File: config.mk
export PLATFORM = sky130hd
export DESIGN_NAME = uart_stat_regs
export DESIGN_NICKNAME = d
export VERILOG_FILES = /design/src/common/uart_stat_pkg.sv /design/src/rtl/uart_stat_regs.sv
export SDC_FILE = /design/constraint.sdc
export NUM_CORES = 1
export LEC_CHECK = 0
export BUFFER_PORTS_ARGS = -buffer_cell sky130_fd_sc_hd__buf_2
export CELL_PAD_IN_SITES_DETAIL_PLACEMENT = 2
export CELL_PAD_IN_SITES_GLOBAL_PLACEMENT = 2
export CORE_UTILIZATION = 34
export DETAILED_ROUTE_END_ITERATION = 8
export PLACE_DENSITY = 0.75
export SETUP_SLACK_MARGIN = 0.4
export SLEW_MARGIN = 10
export SYNTH_ARGS = -nofsm -noshare
export SYNTH_HDL_FRONTEND = slang
export SYNTH_SLANG_ARGS = --single-unit
export TNS_END_PERCENT = 5
File: constraint.sdc
create_clock -name CLK -period 4 [get_ports CLK]
set_input_delay 0.6 -clock CLK [delete_from_list [all_inputs] [get_ports CLK]]
set_output_delay 0.6 -clock CLK [all_outputs]
set_load 0.02 [all_outputs]
File: src/common/uart_stat_pkg.sv
// Register map, field positions and reset values of the UART status and modem block
package uart_stat_pkg;
    localparam int ADDR_W = 6;
    localparam logic [5:0] OFS_HOLD = 6'h00;
    localparam logic [5:0] OFS_MCTL = 6'h04;
    localparam logic [5:0] OFS_LSTAT = 6'h08;
    localparam logic [5:0] OFS_MSTAT = 6'h0C;
    localparam logic [5:0] OFS_SCR = 6'h10;
    localparam logic [5:0] OFS_DIVL = 6'h14;
    localparam logic [5:0] OFS_DIVH = 6'h18;
    localparam logic [5:0] OFS_IDENT = 6'h1C;
    localparam logic [5:0] OFS_REV = 6'h20;
    localparam logic [5:0] OFS_EFEAT = 6'h24;
    // Modem control fields
    localparam int MC_DTR = 0;
    localparam int MC_RTS = 1;
    localparam int MC_OP1 = 2;
    localparam int MC_OP2 = 3;
    localparam int MC_LOOP = 4;
    localparam int MC_XANY = 5;
    localparam int MC_PRESC = 7;
    // Bits that only change while the enhanced enable is set
    localparam logic [7:0] MC_ENH_MASK = 8'hE4;
    // Enhanced feature fields
    localparam int EF_ENH = 4;
    localparam int EF_ACTS = 7;
    // Modem status level and delta slots: 0 CTS, 1 DSR, 2 RI, 3 CD
    localparam int MS_RI = 2;
    // Line status fields
    localparam int LS_DR = 0;
    localparam int LS_OE = 1;
    localparam int LS_PE = 2;
    localparam int LS_FE = 3;
    localparam int LS_BI = 4;
    localparam int LS_THRE = 5;
    localparam int LS_TEMT = 6;
    localparam int LS_FERR = 7;
    // Reset values
    localparam logic [7:0] MCTL_RST = 8'h00;
    localparam logic [7:0] SCR_RST = 8'hFF;
    localparam logic [15:0] DIV_RST = 16'h0001;
    localparam logic [7:0] EFEAT_RST = 8'h00;
    localparam logic [7:0] BRK_CHAR = 8'h00;
    // Baud chain
    localparam logic [1:0] PRESC_LAST = 2'h3;
    localparam logic [3:0] OVS_LAST = 4'hF;
    localparam int SYNC_WARM = 3;
endpackage

File: src/rtl/uart_stat_regs.sv
// UART line and modem status, control, scratch, divisor and identity registers on Wishbone
//
// The placing of the registers and the Wishbone slave port were chosen for this implementation.
`timescale 1ns/1ps
// What this block does
// - Xon-any: any received char except Xoff resumes halted transmitter; flow chars not stored then.
// - Prescaler bit clear feeds clock straight; set divides it by four first.
// - Data-ready reads one while the receive FIFO holds any character.
// - Char arriving at full FIFO sets overrun and is dropped; FIFO kept intact.
// - Parity and framing flags describe the character at the read position.
// - Break stores one break char; flag stays set until line idles.
// - Holding-empty sets when transmit FIFO empties, clears once it holds a byte.
// - Transmitter-empty only when FIFO and shifter are both empty.
// - FIFO error flag set while any stored byte carries an error.
// - CTS, DSR, CD deltas set on any change since last status read.
// - RI delta sets only on ring input low-to-high.
// - Auto CTS: CTS high halts transmit after current char; low resumes.
// - Normally status bits four to seven are inverted CTS, DSR, RI, CD.
// - Loopback: RTS, DTR, control bits two, three drive status bits four to seven.
// - Scratch register is read/write, resets to FF.
// - Bit rate is prescaled clock over sixteen over sixteen-bit divisor.
// - Two read-only registers give identity code and revision code.
// - Low four feature bits select single or dual char software flow control.
// - Loopback bit enters internal loopback; clearing returns normal operation.
module uart_stat_regs
    import uart_stat_pkg::*;
#(
    parameter int DEPTH = 16,
    // Arbitrary identity and revision values
    parameter logic [7:0] DEV_IDENT = 8'h5A,
    parameter logic [7:0] DEV_REV = 8'h02
) (
    input wire logic CLK,
    input wire logic RST_N,
    input wire logic CE,
    input wire logic CYC_I,
    input wire logic STB_I,
    input wire logic WE_I,
    input wire logic [ADDR_W-1:0] ADR_I,
    input wire logic [3:0] SEL_I,
    input wire logic [31:0] DAT_I,
    output logic [31:0] DAT_O,
    output logic ACK_O,
    input wire logic CTS_N,
    input wire logic DSR_N,
    input wire logic RI_N,
    input wire logic CD_N,
    output logic DTR_N,
    output logic RTS_N,
    output logic LOOPBACK,
    input wire logic RX_DONE,
    input wire logic [7:0] RX_DATA,
    input wire logic RX_PERR,
    input wire logic RX_FERR,
    input wire logic RX_IS_XON,
    input wire logic RX_IS_XOFF,
    input wire logic RX_BREAK,
    input wire logic RX_IDLE,
    output logic TX_VALID,
    output logic [7:0] TX_DATA,
    input wire logic TX_READY,
    input wire logic TX_BUSY,
    output logic [3:0] SWFC_SEL,
    output logic BAUD_X16,
    output logic BIT_TICK
);
    localparam int CW = $clog2(DEPTH + 1);
    localparam int PW = $clog2(DEPTH);
    localparam logic [CW-1:0] FULL = CW'(DEPTH);
    localparam logic [CW-1:0] ONE = CW'(1);
    localparam logic [PW-1:0] PONE = PW'(1);

    ////////////////////////////////////////////////////////////////////////////
    // Bus slave
    logic ack_q;
    logic [31:0] dat_q;
    logic [7:0] rdata;
    logic acc, wr, rd;
    logic [7:0] mctl_q, scr_q, efeat_q;
    logic [15:0] div_q;

    assign acc = CYC_I & STB_I & ~ack_q;
    assign wr = acc & WE_I & SEL_I[0];
    assign rd = acc & ~WE_I;
    assign ACK_O = ack_q;
    assign DAT_O = dat_q;

    always_ff @(posedge CLK or negedge RST_N) begin
        if (!RST_N) begin
            ack_q <= 1'b0;
            dat_q <= 32'h0000_0000;
        end else if (CE) begin
            ack_q <= acc;
            if (rd) begin
                dat_q <= {24'h00_0000, rdata};
            end
        end
    end

    ////////////////////////////////////////////////////////////////////////////
    // Control registers
    always_ff @(posedge CLK or negedge RST_N) begin
        if (!RST_N) begin
            mctl_q <= MCTL_RST;
            scr_q <= SCR_RST;
            efeat_q <= EFEAT_RST;
            div_q <= DIV_RST;
        end else if (CE && wr) begin
            unique case (ADR_I)
                OFS_MCTL: begin
                    // Enhanced bits hold their value while the feature enable is low
                    if (efeat_q[EF_ENH]) begin
                        mctl_q <= DAT_I[7:0];
                    end else begin
                        mctl_q <= (mctl_q & MC_ENH_MASK) | (DAT_I[7:0] & ~MC_ENH_MASK);
                    end
                end
                OFS_SCR: scr_q <= DAT_I[7:0];
                OFS_DIVL: div_q[7:0] <= DAT_I[7:0];
                OFS_DIVH: div_q[15:8] <= DAT_I[7:0];
                OFS_EFEAT: efeat_q <= DAT_I[7:0];
                default: begin
                end
            endcase
        end
    end

    assign LOOPBACK = mctl_q[MC_LOOP];
    // Outputs park inactive during loopback so the far end sees nothing
    assign DTR_N = ~mctl_q[MC_DTR] | mctl_q[MC_LOOP];
    assign RTS_N = ~mctl_q[MC_RTS] | mctl_q[MC_LOOP];
    assign SWFC_SEL = efeat_q[3:0];

    ////////////////////////////////////////////////////////////////////////////
    // Modem inputs and status
    logic [3:0] pin_n, sync1_q, sync2_q, lvl, prev_q, delta_q, dset;
    logic [SYNC_WARM-1:0] warm_q;
    logic rd_msr;

    assign pin_n = {CD_N, RI_N, DSR_N, CTS_N};
    assign rd_msr = rd && ADR_I == OFS_MSTAT;

    always_ff @(posedge CLK or negedge RST_N) begin
        if (!RST_N) begin
            sync1_q <= 4'hF;
            sync2_q <= 4'hF;
        end else if (CE) begin
            sync1_q <= pin_n;
            sync2_q <= sync1_q;
        end
    end

    always_comb begin
        if (mctl_q[MC_LOOP]) begin
            lvl = {mctl_q[MC_OP2], mctl_q[MC_OP1], mctl_q[MC_DTR], mctl_q[MC_RTS]};
        end else begin
            lvl = ~sync2_q;
        end
    end

    // Deltas armed only once the synchronisers hold real pin levels
    assign dset = {lvl[3] ^ prev_q[3],
                   prev_q[MS_RI] & ~lvl[MS_RI],
                   lvl[1:0] ^ prev_q[1:0]} & {4{warm_q[SYNC_WARM-1]}};

    always_ff @(posedge CLK or negedge RST_N) begin
        if (!RST_N) begin
            prev_q <= 4'h0;
            delta_q <= 4'h0;
            warm_q <= '0;
        end else if (CE) begin
            warm_q <= {warm_q[SYNC_WARM-2:0], 1'b1};
            prev_q <= lvl;
            // New change beats the read that clears
            delta_q <= (delta_q & ~{4{rd_msr}}) | dset;
        end
    end

    ////////////////////////////////////////////////////////////////////////////
    // Receive FIFO: data, parity, framing, break
    logic [10:0] rx_mem [DEPTH];
    logic [PW-1:0] rx_wp_q, rx_rp_q;
    logic [CW-1:0] rx_cnt_q, err_cnt_q;
    logic rx_full, rx_ne, rx_flow, brk_push, rx_char, rx_in, rx_push, rx_pop;
    logic ovr_q, brk_hold_q, in_err, head_err;
    logic [10:0] rx_word, head;

    assign rx_full = rx_cnt_q == FULL;
    assign rx_ne = rx_cnt_q != '0;
    assign rx_flow = efeat_q[1:0] != 2'b00;
    assign brk_push = RX_BREAK & ~brk_hold_q;
    assign rx_char = RX_DONE & ~(rx_flow & (RX_IS_XON | RX_IS_XOFF));
    assign rx_in = brk_push | rx_char;
    assign rx_push = rx_in & ~rx_full;
    assign rx_pop = rd && ADR_I == OFS_HOLD && rx_ne;
    assign rx_word = brk_push ? {1'b1, 2'b00, BRK_CHAR} : {1'b0, RX_FERR, RX_PERR, RX_DATA};
    assign head = rx_mem[rx_rp_q];
    assign in_err = |rx_word[10:8];
    assign head_err = |head[10:8];

    always_ff @(posedge CLK) begin
        if (CE && rx_push) begin
            rx_mem[rx_wp_q] <= rx_word;
        end
    end

    always_ff @(posedge CLK or negedge RST_N) begin
        if (!RST_N) begin
            rx_wp_q <= '0;
            rx_rp_q <= '0;
            rx_cnt_q <= '0;
            err_cnt_q <= '0;
        end else if (CE) begin
            if (rx_push) begin
                rx_wp_q <= rx_wp_q == PW'(DEPTH - 1) ? '0 : rx_wp_q + PONE;
            end
            if (rx_pop) begin
                rx_rp_q <= rx_rp_q == PW'(DEPTH - 1) ? '0 : rx_rp_q + PONE;
            end
            rx_cnt_q <= rx_cnt_q + (rx_push ? ONE : '0) - (rx_pop ? ONE : '0);
            err_cnt_q <= err_cnt_q + (rx_push && in_err ? ONE : '0)
                         - (rx_pop && head_err ? ONE : '0);
        end
    end

    always_ff @(posedge CLK or negedge RST_N) begin
        if (!RST_N) begin
            ovr_q <= 1'b0;
            brk_hold_q <= 1'b0;
        end else if (CE) begin
            // Overrun set wins over the clearing status read
            ovr_q <= (ovr_q & ~(rd && ADR_I == OFS_LSTAT)) | (rx_in & rx_full);
            if (brk_push) begin
                brk_hold_q <= 1'b1;
            end else if (RX_IDLE) begin
                brk_hold_q <= 1'b0;
            end
        end
    end

    ////////////////////////////////////////////////////////////////////////////
    // Transmit FIFO and flow control
    logic [7:0] tx_mem [DEPTH];
    logic [PW-1:0] tx_wp_q, tx_rp_q;
    logic [CW-1:0] tx_cnt_q;
    logic tx_push, tx_pop, tx_empty, xoff_q, cts_halt;

    assign tx_empty = tx_cnt_q == '0;
    assign tx_push = wr && ADR_I == OFS_HOLD && tx_cnt_q != FULL;
    // Gating only the next fetch lets the char in flight finish
    assign cts_halt = efeat_q[EF_ACTS] & ~lvl[0];
    assign TX_VALID = ~tx_empty & ~cts_halt & ~xoff_q;
    assign TX_DATA = tx_mem[tx_rp_q];
    assign tx_pop = TX_VALID & TX_READY;

    always_ff @(posedge CLK) begin
        if (CE && tx_push) begin
            tx_mem[tx_wp_q] <= DAT_I[7:0];
        end
    end

    always_ff @(posedge CLK or negedge RST_N) begin
        if (!RST_N) begin
            tx_wp_q <= '0;
            tx_rp_q <= '0;
            tx_cnt_q <= '0;
        end else if (CE) begin
            if (tx_push) begin
                tx_wp_q <= tx_wp_q == PW'(DEPTH - 1) ? '0 : tx_wp_q + PONE;
            end
            if (tx_pop) begin
                tx_rp_q <= tx_rp_q == PW'(DEPTH - 1) ? '0 : tx_rp_q + PONE;
            end
            tx_cnt_q <= tx_cnt_q + (tx_push ? ONE : '0) - (tx_pop ? ONE : '0);
        end
    end

    always_ff @(posedge CLK or negedge RST_N) begin
        if (!RST_N) begin
            xoff_q <= 1'b0;
        end else if (CE) begin
            if (RX_DONE && rx_flow && RX_IS_XOFF) begin
                xoff_q <= 1'b1;
            end else if (RX_DONE && (RX_IS_XON || mctl_q[MC_XANY])) begin
                xoff_q <= 1'b0;
            end else if (!rx_flow) begin
                xoff_q <= 1'b0;
            end
        end
    end

    ////////////////////////////////////////////////////////////////////////////
    // Baud chain
    logic [1:0] pre_q;
    logic [15:0] dcnt_q;
    logic [3:0] ovs_q;
    logic pre_tick, x16_q, bit_q;

    assign pre_tick = ~mctl_q[MC_PRESC] | (pre_q == PRESC_LAST);
    assign BAUD_X16 = x16_q;
    assign BIT_TICK = bit_q;

    always_ff @(posedge CLK or negedge RST_N) begin
        if (!RST_N) begin
            pre_q <= 2'h0;
            dcnt_q <= DIV_RST;
            x16_q <= 1'b0;
            ovs_q <= 4'h0;
            bit_q <= 1'b0;
        end else if (CE) begin
            pre_q <= mctl_q[MC_PRESC] ? pre_q + 2'h1 : 2'h0;
            x16_q <= 1'b0;
            bit_q <= 1'b0;
            if (pre_tick) begin
                // A zero divisor stops the generator
                if (dcnt_q <= 16'h0001) begin
                    dcnt_q <= div_q;
                    x16_q <= div_q != 16'h0000;
                end else begin
                    dcnt_q <= dcnt_q - 16'h0001;
                end
            end
            if (x16_q) begin
                ovs_q <= ovs_q + 4'h1;
                bit_q <= ovs_q == OVS_LAST;
            end
        end
    end

    ////////////////////////////////////////////////////////////////////////////
    // Read mux
    logic [7:0] lstat;

    assign lstat = {err_cnt_q != '0,
                    tx_empty & ~TX_BUSY,
                    tx_empty,
                    (rx_ne & head[10]) | brk_hold_q,
                    rx_ne & head[9], rx_ne & head[8],
                    ovr_q, rx_ne};

    always_comb begin
        unique case (ADR_I)
            OFS_HOLD: rdata = head[7:0];
            OFS_MCTL: rdata = mctl_q;
            OFS_LSTAT: rdata = lstat;
            OFS_MSTAT: rdata = {lvl, delta_q};
            OFS_SCR: rdata = scr_q;
            OFS_DIVL: rdata = div_q[7:0];
            OFS_DIVH: rdata = div_q[15:8];
            OFS_IDENT: rdata = DEV_IDENT;
            OFS_REV: rdata = DEV_REV;
            OFS_EFEAT: rdata = efeat_q;
            default: rdata = 8'h00;
        endcase
    end
endmodule

==> metrics.txt <==
outcome=completed; reg2reg setup slack=430 ps; RSZ-0062 raised after global routing=true; total grt overflow=0; Core Rows=86; largest family of logic cells by synthesized area=multiplexers; Worst Reg2Reg Path Length in Cells=16; Synth Area in Simple Gates=7.85%; number of global-route vias before repair=13,018; Initial Utilization=34.5%; WL final=55,700 µm; CTS tree=built; pin count of the biggest net entering global routing=101; Tot GR Track Use=19.9%; RR Startpoint=rx_rp_q[0]; Critical-path top delay cell=and2_1; fmax=0.278 GHz; Fillers=5,465; WL per Instance=25.6 µm; yosys warns=0; critical path class=reg -> out; worst-path cell chain=and2_1 -> a221oi_1 -> a22oi_1 -> nand2_1 -> buf_2; Post-route DRC=0; clock tree buffer depth=3; root buffer cell=clkbuf_16; 1st-pass router iterations=5; I/O pin cnt=120; Worst-Margin Slew=1020 ps; Synth Area in Compound Gates=7.49%; hold-fix buffer count after cts=0; H-Tree Depth=2; Final Non-Filler Cells=2,172; Nets=1,489; vias=11,590; Max FO, Critical Path=18; DR iter-0 viols=732; Chip Width=239 µm; critical path launch point type=register; Sum Neg Setup Slack=0 ps; RR Endpoint=err_cnt_q[4]; Tmin final=3600 ps; # clock sinks=430; fin crit share=90.0%; Port Buf Inserts=68; slew margin rel.=31.9%; number of buffers created by CTS=47; area leader, netlist=edfxtp_1; main area contributors after synthesis=edfxtp_1, dfrtp_1, mux4_2; worst vdd ir=395 µV; Crit path required time=3400 ps; Worst Skew=26.1 ps; WP data arrival=3000 ps; Total Die Area=57,100 µm²; mapped cell area=19,100 µm²; Worst-path clk slew=60 ps; critical path endpoint category=output pin; Post-Synth Adder-Cell Area=2.41%; Netlist cell types=81; Yosys reg bits=430; share of layout cells above drive strength 1=25.4%; Area Overhead vs Synth=15.0%; Cells after DPL=2,078; worst min path class=in -> async; total core area=55,300 µm²; post-synthesis mux area share=13.3%; Post-synth EDFFs=304; Die H=239 µm; Via density=5.34; gp weighted congestion=0.803; post-synthesis cell count=1,275; DP HPWL=37,900 µm; n_diodes=0; LEAKAGE=7.98 nW; register area share after synthesis=64.5%; Final Slew Violations=0; Final ANT Viol Nets=0; area share of the largest cell type after synthesis=47.8%; max capacitance violation total=0; Cell Pwr Density=546 nW/µm²; initial antenna violation count=1; ys flop type=edfxtp_1; Mean Syn Cell Area=15.0 µm²; first-pass GRT wire length=84,000 µm; xor/xnor cell area share of the yosys netlist=0.826%; clk_lat worst skew=600 ps; Final setup viols=0; asr flop ratio synth=29.3%; CP peak stage delay=810 ps; Hold Fails Final Rpt=0
## cell type report
cell class,count,area [µm²],share of cell area [%]
Tap cell,748,936,4.26
Timing Repair Buffer,126,806,3.67
Clock inverter,25,191,0.872
Clock buffer,63,1270,5.77
Multi-Input combinational cell,721,6220,28.3
Inverter,59,221,1.01
Sequential cell,430,12300,56.1
## synth_stat cells, drive strengths merged, types with 8 or more instances
cell type    n
edfxtp     304
dfrtp      108
mux2        62
inv         59
mux4        59
buf         58
nand2       56
o21ai       54
mux2i       51
nor2        41
a21oi       40
ha          32
and2        30
clkbuf      30
nor3        24
nand3       22
a221oi      20
a22oi       20
dfstp       18
nor2b       18
xnor2       16
nor4        14
nand2b      13
nand4        9
o2bb2ai      8
## critical path, delay by kind of cell, from the launching register on
kind | cells | cell delay, ps
AOI/OAI and AO/OA | 2 | 610
buffers and inverters | 1 | 190
DFF | 1 | 660
and+or+nand+nor | 2 | 950
## placed cells by master (no fill, tap or decap), types with 7 or more instances in the layout
cell	netlist	final
buf_4	31	54
nor3_1	21	21
and2_1	30	30
xnor2_1	16	16
o21ai_0	53	50
nor2_1	40	40
o2bb2ai_1	8	8
clkinv_1	0	7
mux2i_1	51	51
nor4_1	10	10
o21a_1	7	7
clkinv_2	0	12
conb_1	1	24
nand2_1	53	52
nor2b_1	18	18
inv_1	59	59
nand3_1	21	21
mux2_2	56	55
clkbuf_16	0	48
clkbuf_1	30	14
a221oi_1	20	19
a21oi_1	40	39
nand4_1	9	9
buf_2	17	67
a22oi_1	20	20
mux4_2	59	59
dfstp_2	18	18
dfrtp_1	108	104
edfxtp_1	304	304
nand2b_1	13	12
ha_1	32	31
## metrics by stage
stage | util (%) | power (mW) | hold slack [ps] | setup WS [ps] | instance area [µm²]
floorplan | - | 7.03 | 304 | 443 | 19200
global placement | 36.9 | 7.69 | 445 | 122 | 20400
detailed placement | 36.9 | 7.89 | 450 | 12.3 | 20400
CTS | 39.6 | 12.1 | 151 | 385 | 21900
global route | 39.7 | 12.5 | 179 | 279 | 22000
finish | 39.7 | 12.0 | 114 | 400 | 22000
## registers in the layout (all words and copies together) (netlist names), 5 cells and up
| register | flops |
|---|---|
| div_q | 16 |
| tx_mem | 128 |
| rx_mem | 176 |
| scr_q | 8 |
| err_cnt_q | 5 |
| tx_cnt_q | 5 |
| mctl_q | 8 |
| DAT_O | 8 |
| rx_cnt_q | 5 |
| dcnt_q | 16 |
| efeat_q | 8 |
## power breakdown
part	switching, mW	internal [mW]
clock	1.86	2.31
combinational	1.41	0.984
sequential	0.305	5.12
total	3.57	8.42
## logic make-up after synthesis
family / after synthesis
adders and majority gates: 35
xor gates and xnor gates: 18
AOI/OAI and AO/OA: 212
muxes: 172
DFF: 430
and+or+nand+nor: 260
buffers and inverters: 147
other: 1
## layer usage
layer,part of all wire (%),global-route usage [%],vias up
met4,4.1,8.68,2
met1,40,24.1,6154
met5,0.018,0,-
met3,3.7,2.92,107
li1,-,-,5065
met2,52,35.0,262
## worst max path at each step
stage,start,endpoint,slack (ps),cells past startpoint
6_report,tx_rp_q[2],TX_DATA[1],400,5
5_1_grt,rx_rp_q[0],err_cnt_q[4],280,16
4_1_cts,tx_rp_q[0],TX_DATA[4],380,6
3_5_place_dp,rx_rp_q[2],err_cnt_q[4],10,15
3_3_place_gp,rx_rp_q[2],err_cnt_q[4],120,17
2_1_floorplan,rx_rp_q[0],err_cnt_q[4],440,16
## repair_timing
| action | 4_1_cts | 5_1_grt |
|---|---|---|
| setup buffers | 5 | 1 |
| setup endpoints to repair | 3 | 6 |
| resized for setup | 12 | 8 |
| pin swaps | 2 | 2 |
Power figures use the tool's default switching activity.
